$ cat config.mk
export PLATFORM = sky130hd
export DESIGN_NAME = twc_top
export DESIGN_NICKNAME = d
export VERILOG_FILES = /design/src/inc/twc_pkg.sv /design/src/logic/twc_top.sv
export VERILOG_INCLUDE_DIRS = /design/src /design/src/inc
export SDC_FILE = /design/constraint.sdc
export NUM_CORES = 1
export LEC_CHECK = 0
export ABC_AREA = 1
export BUFFER_PORTS_ARGS = -buffer_cell sky130_fd_sc_hd__buf_4
export CORE_UTILIZATION = 50
export CTS_BUF_LIST = sky130_fd_sc_hd__clkbuf_4 sky130_fd_sc_hd__clkbuf_8 sky130_fd_sc_hd__clkbuf_16
export DETAILED_ROUTE_END_ITERATION = 12
export PLACE_DENSITY = 0.7
export SETUP_SLACK_MARGIN = 0.1
export SYNTH_ARGS = -nofsm -noshare
export SYNTH_HDL_FRONTEND = slang
export SYNTH_SLANG_ARGS = --single-unit
$ cat constraint.sdc
create_clock -name pclk -period 2.35 [get_ports pclk]
set_input_delay 0.705 -clock pclk [delete_from_list [all_inputs] [get_ports pclk]]
set_output_delay 0.705 -clock pclk [all_outputs]
set_load 0.1 [all_outputs]
$ cat src/inc/twc_regs.svh
// Register map, field positions and reset values of the two-wire controller.
// Assumes a 32-bit APB slave; register index times four is the byte address.
`ifndef TWC_REGS_SVH
`define TWC_REGS_SVH
`define TWC_IDX_OWN_ALT   10'h0D6
`define TWC_IDX_OWN       10'h0D7
`define TWC_IDX_MODE      10'h0DA
`define TWC_IDX_STATUS    10'h0DB
`define TWC_IDX_LOW       10'h0DC
`define TWC_IDX_HIGH      10'h0DD
`define TWC_IDX_HOLD      10'h0DE
`define TWC_IDX_DATA      10'h0DF
`define TWC_RST_OWN       8'h00
`define TWC_RST_LOW       8'h3F
`define TWC_RST_HIGH      8'h3F
`define TWC_RST_HOLD      8'h01
`define TWC_RST_DATA      8'hFF
`define TWC_MODE_IRQ      7
`define TWC_MODE_EN       6
`define TWC_MODE_SRST     5
`define TWC_MODE_IRQEN    4
`define TWC_MODE_ACK_ENABLE    3
`define TWC_MODE_STOP     1
`define TWC_MODE_START    0
`define TWC_CNT_W         10
`define TWC_LOW_ADD       10'h001
`define TWC_HIGH_ADD      10'h003
`define TWC_ADDR_ACK_OR_GENERAL_CALL_ADDR    8'h00
`define TWC_ACK_BIT       4'h8
`define TWC_END_BIT       4'h9
`endif

$ cat src/inc/twc_pkg.sv
// Types shared by the two-wire controller.
// Assumes the register header supplies all numeric constants.
package twc_pkg;
  typedef enum logic [2:0] {
    TWC_IDLE  = 3'b000,
    TWC_BYTE  = 3'b001,
    TWC_HOLD  = 3'b010,
    TWC_MCOND = 3'b011
  } twc_state_t;

  typedef struct packed {
    logic addr_ack_or_general_call;
    logic byte_done;
    logic stop;
    logic sel;
    logic lost;
    logic busy;
    logic tx;
    logic ack_rx;
  } twc_status_t;
endpackage : twc_pkg

$ cat src/logic/twc_top.sv
// Two-wire master/slave controller with APB register access.
// Assumes open-drain pads outside and SCL/SDA asynchronous to pclk.
//
// Notes on behaviour
// - Interrupt flag set on every interrupt event
// - Block enable gates all controller activity but the busy flag
// - Soft reset reinitialises core, self-clearing
// - Interrupt enable gates the interrupt output
// - Ack enable pulls SDA low at ninth
// - Ack own address, general call, received bytes
// - Stop request makes master send STOP
// - Start request sends START or repeated START
// - Bit 7: address ack or general call
// - Byte done set after each byte
// - Stop detected flag on bus STOP
// - Slave selected flag when addressed
// - Arbitration lost flag, mastership dropped
// - Busy between START and STOP
// - Direction bit one while transmitting
// - Ack received sampled at ninth period
// - Hold SCL low after non-stop events
// - Status write clears flags, releases SCL
// - SCL low lasts four times low plus one
// - SCL high lasts four times high plus three
// - SDA changes hold plus one after fall
// - Data register shifts out and collects bytes
// - Own address bits 7:1, bit 0 general call
// - Match without ack enable returns to idle
//
// Implementation choice: register access over APB.
`include "twc_regs.svh"
module twc_top
  import twc_pkg::*;
(
  // Clock and reset
  input  wire  logic        pclk,
  input  wire  logic        presetn,
  // APB slave
  input  wire  logic        psel,
  input  wire  logic        penable,
  input  wire  logic        pwrite,
  input  wire  logic [11:0] paddr,
  input  wire  logic [31:0] pwdata,
  output logic       [31:0] prdata,
  output logic              pready,
  output logic              pslverr,
  // Two-wire pins
  input  wire  logic        scl_in,
  output logic              scl_out,
  output logic              scl_oe_n,
  input  wire  logic        sda_in,
  output logic              sda_out,
  output logic              sda_oe_n,
  // Interrupt
  output logic              irq
);
  localparam logic [`TWC_CNT_W-1:0] CNT_ZERO = '0;

  logic                  scl_m_ff, scl_s_ff, scl_d_ff;
  logic                  sda_m_ff, sda_s_ff, sda_d_ff;
  logic                  pready_ff, pslverr_ff, irq_ff, pin_lo_ff;
  logic [31:0]           prdata_ff;
  logic [7:0]            own_ff, alt_ff, low_ff, high_ff, hold_ff;
  logic                  en_ff, irqen_ff, ack_enable_ff;
  logic                  irq_flag_ff, start_req_ff, stop_req_ff, master_ff;
  logic [7:0]            data_ff, hold_cnt_ff;
  twc_status_t           st_ff;
  twc_state_t            state_ff;
  logic [`TWC_CNT_W-1:0] cnt_ff;
  logic [1:0]            phase_ff;
  logic [3:0]            bit_ff;
  logic                  scl_low_ff, sda_low_ff, pend_ff, pend_val_ff;
  logic                  addr_ph_ff, slv_act_ff, cond_stop_ff;
  logic                  acc, wr, wr_mode, wr_stat, wr_data, soft_rst, mapped;
  logic [9:0]            idx;
  logic [7:0]            rd_val;
  logic                  scl_rise, scl_fall, start_det, stop_det, tx_bit, match;
  logic [`TWC_CNT_W-1:0] low_load, high_load;

  // Pin synchronisers
  always_ff @(posedge pclk or negedge presetn)
  begin
    if (!presetn)
    begin
      scl_m_ff <= 1'b1;
      scl_s_ff <= 1'b1;
      scl_d_ff <= 1'b1;
      sda_m_ff <= 1'b1;
      sda_s_ff <= 1'b1;
      sda_d_ff <= 1'b1;
    end
    else
    begin
      scl_m_ff <= scl_in;
      scl_s_ff <= scl_m_ff;
      scl_d_ff <= scl_s_ff;
      sda_m_ff <= sda_in;
      sda_s_ff <= sda_m_ff;
      sda_d_ff <= sda_s_ff;
    end
  end

  assign scl_rise  = scl_s_ff & ~scl_d_ff;
  assign scl_fall  = ~scl_s_ff & scl_d_ff;
  assign start_det = scl_s_ff & scl_d_ff & sda_d_ff & ~sda_s_ff;
  assign stop_det  = scl_s_ff & scl_d_ff & ~sda_d_ff & sda_s_ff;
  assign low_load  = {2'b00, low_ff} + {2'b00, low_ff} + {2'b00, low_ff} + {2'b00, low_ff}
                     + `TWC_LOW_ADD;
  assign high_load = {2'b00, high_ff} + {2'b00, high_ff} + {2'b00, high_ff} + {2'b00, high_ff}
                     + `TWC_HIGH_ADD;
  assign tx_bit    = addr_ph_ff ? master_ff : st_ff.tx;
  assign match     = ((data_ff[7:1] != 7'h00) & ((data_ff[7:1] == own_ff[7:1]) | (data_ff[7:1] == alt_ff[7:1])))
                   | ((data_ff == `TWC_ADDR_ACK_OR_GENERAL_CALL_ADDR) & (own_ff[0] | alt_ff[0]));

  // APB decode
  assign idx      = paddr[11:2];
  assign acc      = psel & penable & pready_ff;
  assign wr       = acc & pwrite & mapped;
  assign wr_mode  = wr & (idx == `TWC_IDX_MODE);
  assign wr_stat  = wr & (idx == `TWC_IDX_STATUS);
  assign wr_data  = wr & (idx == `TWC_IDX_DATA);
  assign soft_rst = wr_mode & pwdata[`TWC_MODE_SRST];

  always_comb
  begin
    mapped = 1'b1;
    rd_val = 8'h00;
    case (idx)
      `TWC_IDX_OWN_ALT: rd_val = alt_ff;
      `TWC_IDX_OWN:     rd_val = own_ff;
      `TWC_IDX_MODE:    rd_val = {irq_flag_ff, en_ff, 1'b0, irqen_ff, ack_enable_ff,
                                  master_ff, stop_req_ff, start_req_ff};
      `TWC_IDX_STATUS:  rd_val = st_ff;
      `TWC_IDX_LOW:     rd_val = low_ff;
      `TWC_IDX_HIGH:    rd_val = high_ff;
      `TWC_IDX_HOLD:    rd_val = hold_ff;
      `TWC_IDX_DATA:    rd_val = data_ff;
      default:          mapped = 1'b0;
    endcase
  end

  // APB answer, one wait-free access cycle
  always_ff @(posedge pclk or negedge presetn)
  begin
    if (!presetn)
    begin
      pready_ff  <= 1'b0;
      pslverr_ff <= 1'b0;
      prdata_ff  <= 32'h0000_0000;
    end
    else
    begin
      pready_ff  <= psel & ~penable;
      pslverr_ff <= psel & ~penable & (~mapped | (paddr[1:0] != 2'b00));
      prdata_ff  <= (psel & ~penable & ~pwrite) ? {24'h00_0000, rd_val} : 32'h0000_0000;
    end
  end

  // Configuration registers
  always_ff @(posedge pclk or negedge presetn)
  begin
    if (!presetn)
    begin
      own_ff   <= `TWC_RST_OWN;
      alt_ff   <= `TWC_RST_OWN;
      low_ff   <= `TWC_RST_LOW;
      high_ff  <= `TWC_RST_HIGH;
      hold_ff  <= `TWC_RST_HOLD;
      en_ff    <= 1'b0;
      irqen_ff <= 1'b0;
      ack_enable_ff <= 1'b0;
    end
    else if (wr)
    begin
      case (idx)
        `TWC_IDX_OWN_ALT: alt_ff <= pwdata[7:0];
        `TWC_IDX_OWN:     own_ff <= pwdata[7:0];
        `TWC_IDX_LOW:     low_ff <= pwdata[7:0];
        `TWC_IDX_HIGH:    high_ff <= pwdata[7:0];
        `TWC_IDX_HOLD:    hold_ff <= pwdata[7:0];
        `TWC_IDX_MODE:
        begin
          en_ff    <= pwdata[`TWC_MODE_EN];
          irqen_ff <= pwdata[`TWC_MODE_IRQEN];
          ack_enable_ff <= pwdata[`TWC_MODE_ACK_ENABLE];
        end
        default:          own_ff <= own_ff;
      endcase
    end
  end

  // Interrupt output and pin drivers
  always_ff @(posedge pclk or negedge presetn)
  begin
    if (!presetn)
    begin
      irq_ff    <= 1'b0;
      pin_lo_ff <= 1'b0;
    end
    else
    begin
      irq_ff    <= irq_flag_ff & irqen_ff;
      pin_lo_ff <= 1'b0;
    end
  end

  // Bus engine
  always_ff @(posedge pclk or negedge presetn)
  begin
    if (!presetn)
    begin
      state_ff     <= TWC_IDLE;
      st_ff        <= '0;
      data_ff      <= `TWC_RST_DATA;
      irq_flag_ff  <= 1'b0;
      start_req_ff <= 1'b0;
      stop_req_ff  <= 1'b0;
      master_ff    <= 1'b0;
      cnt_ff       <= CNT_ZERO;
      phase_ff     <= 2'b00;
      bit_ff       <= 4'h0;
      hold_cnt_ff  <= 8'h00;
      scl_low_ff   <= 1'b0;
      sda_low_ff   <= 1'b0;
      pend_ff      <= 1'b0;
      pend_val_ff  <= 1'b0;
      addr_ph_ff   <= 1'b0;
      slv_act_ff   <= 1'b0;
      cond_stop_ff <= 1'b0;
    end
    else if (soft_rst)
    begin
      state_ff     <= TWC_IDLE;
      st_ff        <= '0;
      data_ff      <= `TWC_RST_DATA;
      irq_flag_ff  <= 1'b0;
      start_req_ff <= 1'b0;
      stop_req_ff  <= 1'b0;
      master_ff    <= 1'b0;
      scl_low_ff   <= 1'b0;
      sda_low_ff   <= 1'b0;
      pend_ff      <= 1'b0;
      slv_act_ff   <= 1'b0;
    end
    else
    begin
      if (wr_stat)
      begin
        st_ff.byte_done <= 1'b0;
        st_ff.stop      <= 1'b0;
        st_ff.sel       <= 1'b0;
        st_ff.lost      <= 1'b0;
        st_ff.ack_rx    <= 1'b0;
        irq_flag_ff     <= 1'b0;
      end
      if (wr_mode)
      begin
        irq_flag_ff  <= pwdata[`TWC_MODE_IRQ] & irq_flag_ff;
        start_req_ff <= pwdata[`TWC_MODE_START];
        stop_req_ff  <= pwdata[`TWC_MODE_STOP];
      end
      if (wr_data)
        data_ff <= pwdata[7:0];
      if (hold_cnt_ff != 8'h00)
        hold_cnt_ff <= hold_cnt_ff - 8'h01;
      if (pend_ff && hold_cnt_ff == 8'h00)
      begin
        sda_low_ff <= pend_val_ff;
        pend_ff    <= 1'b0;
      end
      if (start_det)
        st_ff.busy <= 1'b1;
      if (stop_det)
        st_ff.busy <= 1'b0;

      if (!en_ff)
      begin
        state_ff   <= TWC_IDLE;
        master_ff  <= 1'b0;
        scl_low_ff <= 1'b0;
        sda_low_ff <= 1'b0;
        pend_ff    <= 1'b0;
      end
      else
      begin
        case (state_ff)
          TWC_IDLE:
          begin
            if (start_req_ff && !st_ff.busy && !start_det)
            begin
              master_ff    <= 1'b1;
              start_req_ff <= 1'b0;
              cond_stop_ff <= 1'b0;
              phase_ff     <= 2'b01;
              cnt_ff       <= high_load;
              state_ff     <= TWC_MCOND;
            end
          end
          TWC_BYTE:
          begin
            if (master_ff)
            begin
              if (scl_low_ff)
              begin
                if (cnt_ff == CNT_ZERO)
                begin
                  scl_low_ff <= 1'b0;
                  cnt_ff     <= high_load;
                end
                else
                  cnt_ff <= cnt_ff - 1'b1;
              end
              else if (scl_s_ff)
              begin
                if (cnt_ff == CNT_ZERO)
                begin
                  scl_low_ff <= 1'b1;
                  cnt_ff     <= low_load;
                end
                else
                  cnt_ff <= cnt_ff - 1'b1;
              end
            end
            else if (scl_low_ff && !pend_ff)
              scl_low_ff <= 1'b0;
            if (scl_rise)
            begin
              bit_ff <= bit_ff + 4'h1;
              if (bit_ff < `TWC_ACK_BIT)
              begin
                data_ff <= {data_ff[6:0], sda_s_ff};
                if (master_ff && tx_bit && !sda_low_ff && !sda_s_ff)
                begin
                  master_ff   <= 1'b0;
                  st_ff.lost  <= 1'b1;
                  irq_flag_ff <= 1'b1;
                  scl_low_ff  <= 1'b1;
                  pend_ff     <= 1'b0;
                  state_ff    <= TWC_HOLD;
                end
              end
              else
                st_ff.ack_rx <= ~sda_s_ff;
            end
            if (scl_fall)
            begin
              pend_ff     <= 1'b1;
              hold_cnt_ff <= hold_ff;
              pend_val_ff <= 1'b0;
              if (bit_ff < `TWC_ACK_BIT)
                pend_val_ff <= tx_bit & ~data_ff[7];
              else if (bit_ff == `TWC_ACK_BIT)
              begin
                if (addr_ph_ff && !master_ff)
                begin
                  if (match && ack_enable_ff)
                  begin
                    pend_val_ff <= 1'b1;
                    slv_act_ff  <= 1'b1;
                  end
                  else
                  begin
                    pend_ff  <= 1'b0;
                    state_ff <= TWC_IDLE;
                  end
                end
                else if (!tx_bit)
                  pend_val_ff <= ack_enable_ff;
              end
              else
              begin
                st_ff.byte_done <= 1'b1;
                irq_flag_ff     <= 1'b1;
                scl_low_ff      <= 1'b1;
                bit_ff          <= 4'h0;
                addr_ph_ff      <= 1'b0;
                state_ff        <= TWC_HOLD;
                if (addr_ph_ff)
                begin
                  st_ff.tx <= master_ff ? ~data_ff[0] : data_ff[0];
                  if (master_ff)
                    st_ff.addr_ack_or_general_call <= st_ff.ack_rx;
                  else
                  begin
                    st_ff.sel   <= 1'b1;
                    st_ff.addr_ack_or_general_call <= (data_ff == `TWC_ADDR_ACK_OR_GENERAL_CALL_ADDR);
                  end
                end
              end
            end
          end
          TWC_HOLD:
          begin
            if (wr_stat)
            begin
              cnt_ff <= low_load;
              if (master_ff && start_req_ff)
              begin
                start_req_ff <= 1'b0;
                cond_stop_ff <= 1'b0;
                phase_ff     <= 2'b00;
                state_ff     <= TWC_MCOND;
              end
              else if (master_ff && stop_req_ff)
              begin
                stop_req_ff  <= 1'b0;
                cond_stop_ff <= 1'b1;
                phase_ff     <= 2'b00;
                state_ff     <= TWC_MCOND;
              end
              else if (!master_ff && !slv_act_ff)
              begin
                scl_low_ff <= 1'b0;
                sda_low_ff <= 1'b0;
                state_ff   <= TWC_IDLE;
              end
              else
              begin
                pend_ff     <= 1'b1;
                pend_val_ff <= st_ff.tx & ~data_ff[7];
                hold_cnt_ff <= hold_ff;
                state_ff    <= TWC_BYTE;
              end
            end
          end
          TWC_MCOND:
          begin
            cnt_ff <= cnt_ff - 1'b1;
            case (phase_ff)
              2'b00:
              begin
                scl_low_ff <= 1'b1;
                sda_low_ff <= cond_stop_ff;
                pend_ff    <= 1'b0;
                if (cnt_ff == CNT_ZERO)
                begin
                  scl_low_ff <= 1'b0;
                  cnt_ff     <= high_load;
                  phase_ff   <= 2'b01;
                end
              end
              2'b01:
              begin
                if (!scl_s_ff)
                  cnt_ff <= cnt_ff;
                else if (cnt_ff == CNT_ZERO)
                begin
                  sda_low_ff <= ~cond_stop_ff;
                  cnt_ff     <= high_load;
                  phase_ff   <= 2'b10;
                end
              end
              default:
              begin
                if (cnt_ff == CNT_ZERO)
                begin
                  if (cond_stop_ff)
                  begin
                    master_ff <= 1'b0;
                    state_ff  <= TWC_IDLE;
                  end
                  else
                  begin
                    scl_low_ff  <= 1'b1;
                    cnt_ff      <= low_load;
                    bit_ff      <= 4'h0;
                    addr_ph_ff  <= 1'b1;
                    st_ff.tx    <= 1'b1;
                    pend_ff     <= 1'b1;
                    pend_val_ff <= ~data_ff[7];
                    hold_cnt_ff <= hold_ff;
                    state_ff    <= TWC_BYTE;
                  end
                end
              end
            endcase
          end
          default:
            state_ff <= TWC_IDLE;
        endcase

        if (start_det && state_ff != TWC_MCOND)
        begin
          master_ff   <= 1'b0;
          slv_act_ff  <= 1'b0;
          st_ff.addr_ack_or_general_call <= 1'b0;
          st_ff.tx    <= 1'b0;
          bit_ff      <= 4'h0;
          addr_ph_ff  <= 1'b1;
          scl_low_ff  <= 1'b0;
          sda_low_ff  <= 1'b0;
          pend_ff     <= 1'b0;
          state_ff    <= TWC_BYTE;
        end
        if (stop_det)
        begin
          st_ff.stop  <= 1'b1;
          irq_flag_ff <= 1'b1;
          master_ff   <= 1'b0;
          slv_act_ff  <= 1'b0;
          scl_low_ff  <= 1'b0;
          sda_low_ff  <= 1'b0;
          pend_ff     <= 1'b0;
          state_ff    <= TWC_IDLE;
        end
      end
    end
  end

  assign prdata   = prdata_ff;
  assign pready   = pready_ff;
  assign pslverr  = pslverr_ff;
  assign scl_out  = pin_lo_ff;
  assign sda_out  = pin_lo_ff;
  assign scl_oe_n = ~scl_low_ff;
  assign sda_oe_n = ~sda_low_ff;
  assign irq      = irq_ff;
endmodule : twc_top

==> flow_summary.toml, run 1 <==
[layout]
antenna_cells = 0
largest_reg_flops = 10
fin_nets = 1190
fin_util = 0.641
fin_area_mm2 = 0.00896
regMostFlops = "cnt_ff"
drive_gt1_frac = 0.213
area_growth_pct = 24.3

[logic_synthesis]
syn_area_mm2 = 0.00721
synth_cell_type_count = 55
synth_warnings = 0
synth-seq-cells = 114
synth_most_common_cell = "nand2_1"
synthArstFlopShare = 1.00
synth_common_cells = "nand2_1, inv_1, nor2_1, dfrtp_1, o21ai_0"
ys.flop_type = "dfrtp_1"
synth.area.top_cells = "dfrtp_1, nand2_1, dfstp_2"
avgSynthCellArea_um2 = 7.19
syn_inst = 1002
synth-edff-count = 0
yosysTopAreaCellShare = 0.302
yosysSeqAreaShare = 0.401
yosysTopAreaCell = "dfrtp_1"

[setup_path]
r2r_cells = 10
path_max_fanout = 10
worstSetupPathType = "register to register"
crit_required_ps = 2700
start_kind = "register"
crit_path_end_kind = "register"
worst-endpoint-arrival_ps = 2480

[grt]
grtUsageTotal = 0.319
met2_usage = 0.500
grt_pass1_wl_um = 35400
first_global_vias = 6804
grt_util_met3 = 0.0665
grt_max_degree = 38
antenna_found_initial = 0
grt.overflow.total = 0
grt_use_met1 = 0.437
grt-busiest-layer = "met2"

[place]
gp_congestion = 0.937
place_area_mm2 = 0.00828
dp_hpwl_um = 17200
io_buffers = 39

[floorplan]
core_area_mm2 = 0.0140
initial_core_util = 0.515
fp.dieH_um = 122
ioPinCount = 90
dieArea_mm2 = 0.0149
die_w_um = 122
rows = 43

[sta]
final_hold_viol_count = 0
clock_skew_ps = 6.81
fin_crit_sh = 0.907
slew_headroom = 0.627
tightestPinTransition_ps = 556
fin_tns_setup_ps = 0
period_minus_slack_ps = 2130
setup_viol = 0
max_freq_mhz = 469
slew_violations = 0
rsz0062_at_grt = "true"

[min_path]
hold_class = "primary input to asynchronous set/reset pin"

[status]
outcome = "complete, no violations"

[clocking]
worstSkewPairLatency_ps = 430
path_clk_slew_ps = 60
holdBufCountCts = 0
cts.htree.levels = 4
cts.sinks = 114
cts_buffers = 17
root_buffer = "clkbuf_16"
max-clock-path-buffers = 2
cts_tree = "built"

[detailed_routing]
vias_per_cell = 5.52
detail-route-antenna-nets = 0
routed_wl_um = 22500
drtIter0Drc = 703
num_vias = 7320
dr.pass1.iters = 6
drt-wirelength-per-cell_um = 17.0
drc = 0

[job]
drv_cap = 0

[power_and_ir_drop]
p_leak_nw = 4.38
ir_worst_vdd_mv = 0.956
p_total_mw = 5.70
p_per_area_mw_per_mm2 = 636
-- cells in the final DEF, fill, tap and decap left out, types with 15 or more instances in the layout --
cell type  instances
nor3_1            17
a21oi_1           32
nand2_1          280
nand3_1           58
o21ai_0           86
dfstp_2           27
nor2_1           103
inv_1            111
o22ai_1           15
buf_4            122
conb_1            27
dfrtp_1           87
clkbuf_16         17
-- metal layers --
metal / up-vias / routed length, um
li1: 3517 / -
met1: 3436 / 10000
met4: 0 / 477
met2: 316 / 10500
met3: 51 / 1580
met5: - / 0
-- final timing paths --
| check | startpoint | endpoint | slack [ps] |
|---|---|---|---|
| max in group asynchronous | presetn | data_ff[1]$_DFF_PN1_ | 1380 |
| hold reg to reg | scl_m_ff$_DFF_PN1_ | scl_s_ff$_DFF_PN1_ | 350 |
| setup reg to reg | sda_s_ff$_DFF_PN1_ | cnt_ff[0]$_DFFE_PN0P_ | 220 |
| hold / removal | presetn | cnt_ff[6]$_DFFE_PN0P_ | 270 |
| min in group pclk | scl_m_ff$_DFF_PN1_ | scl_s_ff$_DFF_PN1_ | 350 |
| setup / recovery | sda_s_ff$_DFF_PN1_ | cnt_ff[0]$_DFFE_PN0P_ | 220 |
-- power breakdown --
part           internal [mW]  total (mW)  switching, mW
registers               2.05        2.14         0.0811
logic                  0.249       0.850          0.601
clock network           1.75        2.71          0.963
-- critical path, stage by stage, from the launching register on --
cell,delay (ps)
dfstp_2,540
inv_1,90
nand2_1,70
nor2_1,40
buf_4,150
nor3_1,220
nor2_1,160
nor4_4,260
and3_4,330
o21ai_1,110
o21ai_2,70
-- final cells by class --
cell class / count / area (um2)
clock buffer: 20 / 467
clock inverter: 12 / 155
fill: 1259 / 5030
inverter: 122 / 463
multi-input combinational: 750 / 3730
sequential: 114 / 2890
tap: 180 / 225
timing repair buffer: 128 / 1040
-- stage by stage --
stage | hold WS, ps | setup WS, ps | std cells
final | 269 | 220 | 1326
after detailed placement | 347 | -120 | 1292
after global routing | 305 | 87.4 | 1326
after floorplan | 345 | 113 | 1028
after CTS | 283 | 161 | 1324
after global placement | 347 | -93.9 | 1292
-- repair_timing --
action                                  4_1_cts  5_1_grt
endpoints found under the setup margin        0       22
gates resized for setup                       0       11
buffers inserted                              0        1
endpoints found under the hold margin         0        0
-- kinds of logic (layout without fill, tap and decap cells) --
kind of cell	after synthesis	count (layout)	synth area share
mux	1	1	0.00139
flops	114	114	0.401
simple gates	508	509	0.306
xor+xnor	18	18	0.0219
other cells	1	27	0.000520
compound gates	189	189	0.157
buf+inv	165	282	0.103
fa+ha+maj	6	6	0.0104
(Power assumes the default switching activity.)
==> run 2: changes to the inputs <==
--- a/config.mk
+++ b/config.mk
@@ -6,12 +6,11 @@
 export SDC_FILE = /design/constraint.sdc
 export NUM_CORES = 1
 export LEC_CHECK = 0
-export ABC_AREA = 1
 export BUFFER_PORTS_ARGS = -buffer_cell sky130_fd_sc_hd__buf_4
 export CORE_UTILIZATION = 50
 export CTS_BUF_LIST = sky130_fd_sc_hd__clkbuf_4 sky130_fd_sc_hd__clkbuf_8 sky130_fd_sc_hd__clkbuf_16
 export DETAILED_ROUTE_END_ITERATION = 12
-export PLACE_DENSITY = 0.7
+export PLACE_DENSITY = 0.71
 export SETUP_SLACK_MARGIN = 0.1
 export SYNTH_ARGS = -nofsm -noshare
 export SYNTH_HDL_FRONTEND = slang
==> flow_summary.toml, run 2 <==
[status]
outcome = "finished, violations left"
violations = "negative setup slack"

[grt]
grt-busiest-layer = "met2"
first_global_vias = 6069
met2_usage = 0.484
grt_util_met3 = 0.0613
grt_use_met1 = 0.398
grt.overflow.total = 0
antenna_found_initial = 0
grt_pass1_wl_um = 32800
grt_max_degree = 48
grtUsageTotal = 0.301

[logic_synthesis]
yosysTopAreaCellShare = 0.317
syn_inst = 718
yosysSeqAreaShare = 0.421
synth_cell_type_count = 68
synth-seq-cells = 114
avgSynthCellArea_um2 = 9.56
synth.area.top_cells = "dfrtp_1, dfstp_2, mux2_2"
synth_warnings = 0
yosysTopAreaCell = "dfrtp_1"
ys.flop_type = "dfrtp_1"
syn_area_mm2 = 0.00686
synth-edff-count = 0
synth_common_cells = "dfrtp_1, mux2_2, nor2_1, nand2_1, a21oi_1"
synth_most_common_cell = "dfrtp_1"
synthArstFlopShare = 1.00

[setup_path]
crit_path_end_kind = "register"
worst-endpoint-arrival_ps = 2950
start_kind = "primary input"
worstSetupPathType = "primary input to register"
path_max_fanout = 5
crit_required_ps = 2640

[detailed_routing]
vias_per_cell = 6.25
drt-wirelength-per-cell_um = 21.0
num_vias = 6436
drtIter0Drc = 742
routed_wl_um = 21700
drc = 0
detail-route-antenna-nets = 0
dr.pass1.iters = 6

[sta]
max_freq_mhz = 376
fin_ws_ps = -308
tightestPinTransition_ps = 1140
holdWs_ps = 269
slew_headroom = 0.222
rsz0062_at_grt = "true"
fin_tns_setup_ps = -8250
final_hold_viol_count = 0
fin_crit_sh = 1.13
slew_violations = 0
setup_viol = 64
clock_skew_ps = 10.4
period_minus_slack_ps = 2660

[place]
place_inst = 973
place_area_mm2 = 0.00783
io_buffers = 39
dp_hpwl_um = 14800
gp_congestion = 0.966
pre_cts_ws_ps = -843

[layout]
largest_reg_flops = 10
final_common_cell = "buf_4"
area_growth_pct = 33.1
fin_nets = 898
antenna_cells = 0
fin_area_mm2 = 0.00913
fin_util = 0.687
regMostFlops = "cnt_ff"
fillers = 968
finalNonFillerCells = 1030
final_cell_mix = "buf_4, dfrtp_1, mux2_2"
drive_gt1_frac = 0.399

[clocking]
path_clk_slew_ps = 60
cts.htree.levels = 4
root_buffer = "clkbuf_16"
cts_buffers = 17
max-clock-path-buffers = 2
cts_tree = "built"
holdBufCountCts = 0
worstSkewPairLatency_ps = 420
cts.sinks = 114

[floorplan]
fp.dieH_um = 119
core_area_mm2 = 0.0133
initial_core_util = 0.516
ioPinCount = 90
die_w_um = 119
rows = 42
dieArea_mm2 = 0.0142

[power_and_ir_drop]
p_total_mw = 5.61
ir_worst_vdd_mv = 0.525
p_leak_nw = 3.98
p_per_area_mw_per_mm2 = 614

[min_path]
hold_class = "primary input to asynchronous set/reset pin"

[job]
drv_cap = 0
==> run 2: kinds of logic (layout without fill, tap and decap cells) <==
family	count (synthesis)	in the layout	synth area share
other	1	27	0.000547
adder cells (fa/ha/maj)	6	6	0.0109
multiplexers	75	75	0.121
AND/OR/NAND/NOR	231	234	0.178
flip-flops	114	114	0.421
XOR/XNOR	18	18	0.0230
AO/OA/AOI/OAI	190	190	0.185
buffers and inverters	83	190	0.0611
==> run 2: worst max-delay path, stage by stage <==
cell and delay, ps:
buf_6 90, or4b_4 530, or4_4 450, buf_6 140, o32a_1 370, a21oi_4 250
buf_6 140, a21oi_2 30, a211o_1 240
==> run 2: final timing paths <==
path / from / slack, ps / cells past startpoint / to
worst min-delay path: presetn / 270 / 1 / pslverr$_DFF_PN0_
worst min register to register: scl_m_ff$_DFF_PN1_ / 350 / 0 / scl_s_ff$_DFF_PN1_
min in group pclk: scl_m_ff$_DFF_PN1_ / 350 / 0 / scl_s_ff$_DFF_PN1_
max in group asynchronous: presetn / 1370 / 2 / scl_m_ff$_DFF_PN1_
worst max-delay path: paddr[11] / -310 / 9 / hold_cnt_ff[7]$_DFFE_PN0N_
worst max register to register: pready$_DFF_PN0_ / -40 / 8 / hold_cnt_ff[7]$_DFFE_PN0N_
==> run 2: area by class of cell <==
class | instances | area [um2] | share of cell area
flip-flops and latches | 114 | 2890 | 0.316
clock buffers | 22 | 482 | 0.0527
well taps | 176 | 220 | 0.0241
clock inverters | 10 | 124 | 0.0136
repair buffers | 142 | 1240 | 0.136
multi-input cells | 550 | 4120 | 0.451
inverters | 16 | 60.1 | 0.00658
==> run 2: repair_timing <==
item | CTS | global route
setup endpoints to repair | 71 | 103
cloned | 2 | 2
pin swaps | 24 | 33
buffers inserted | 15 | 7
gates resized for setup | 51 | 68
==> run 2: per-layer routing <==
| layer | routed length, um | share of wire |
|---|---|---|
| met1 | 8970 | 0.41 |
| met4 | 537 | 0.025 |
| met2 | 10600 | 0.49 |
| met5 | 0 | 0 |
| met3 | 1560 | 0.072 |
==> run 2: report_power, final <==
group          total [mW]  internal (mW)  switching [mW]  leakage, nW
clock                2.62           1.67           0.950        0.282
combinational       0.845          0.301           0.544         2.25
sequential           2.14           2.05          0.0838         1.45
total                5.61           4.03            1.58         3.98
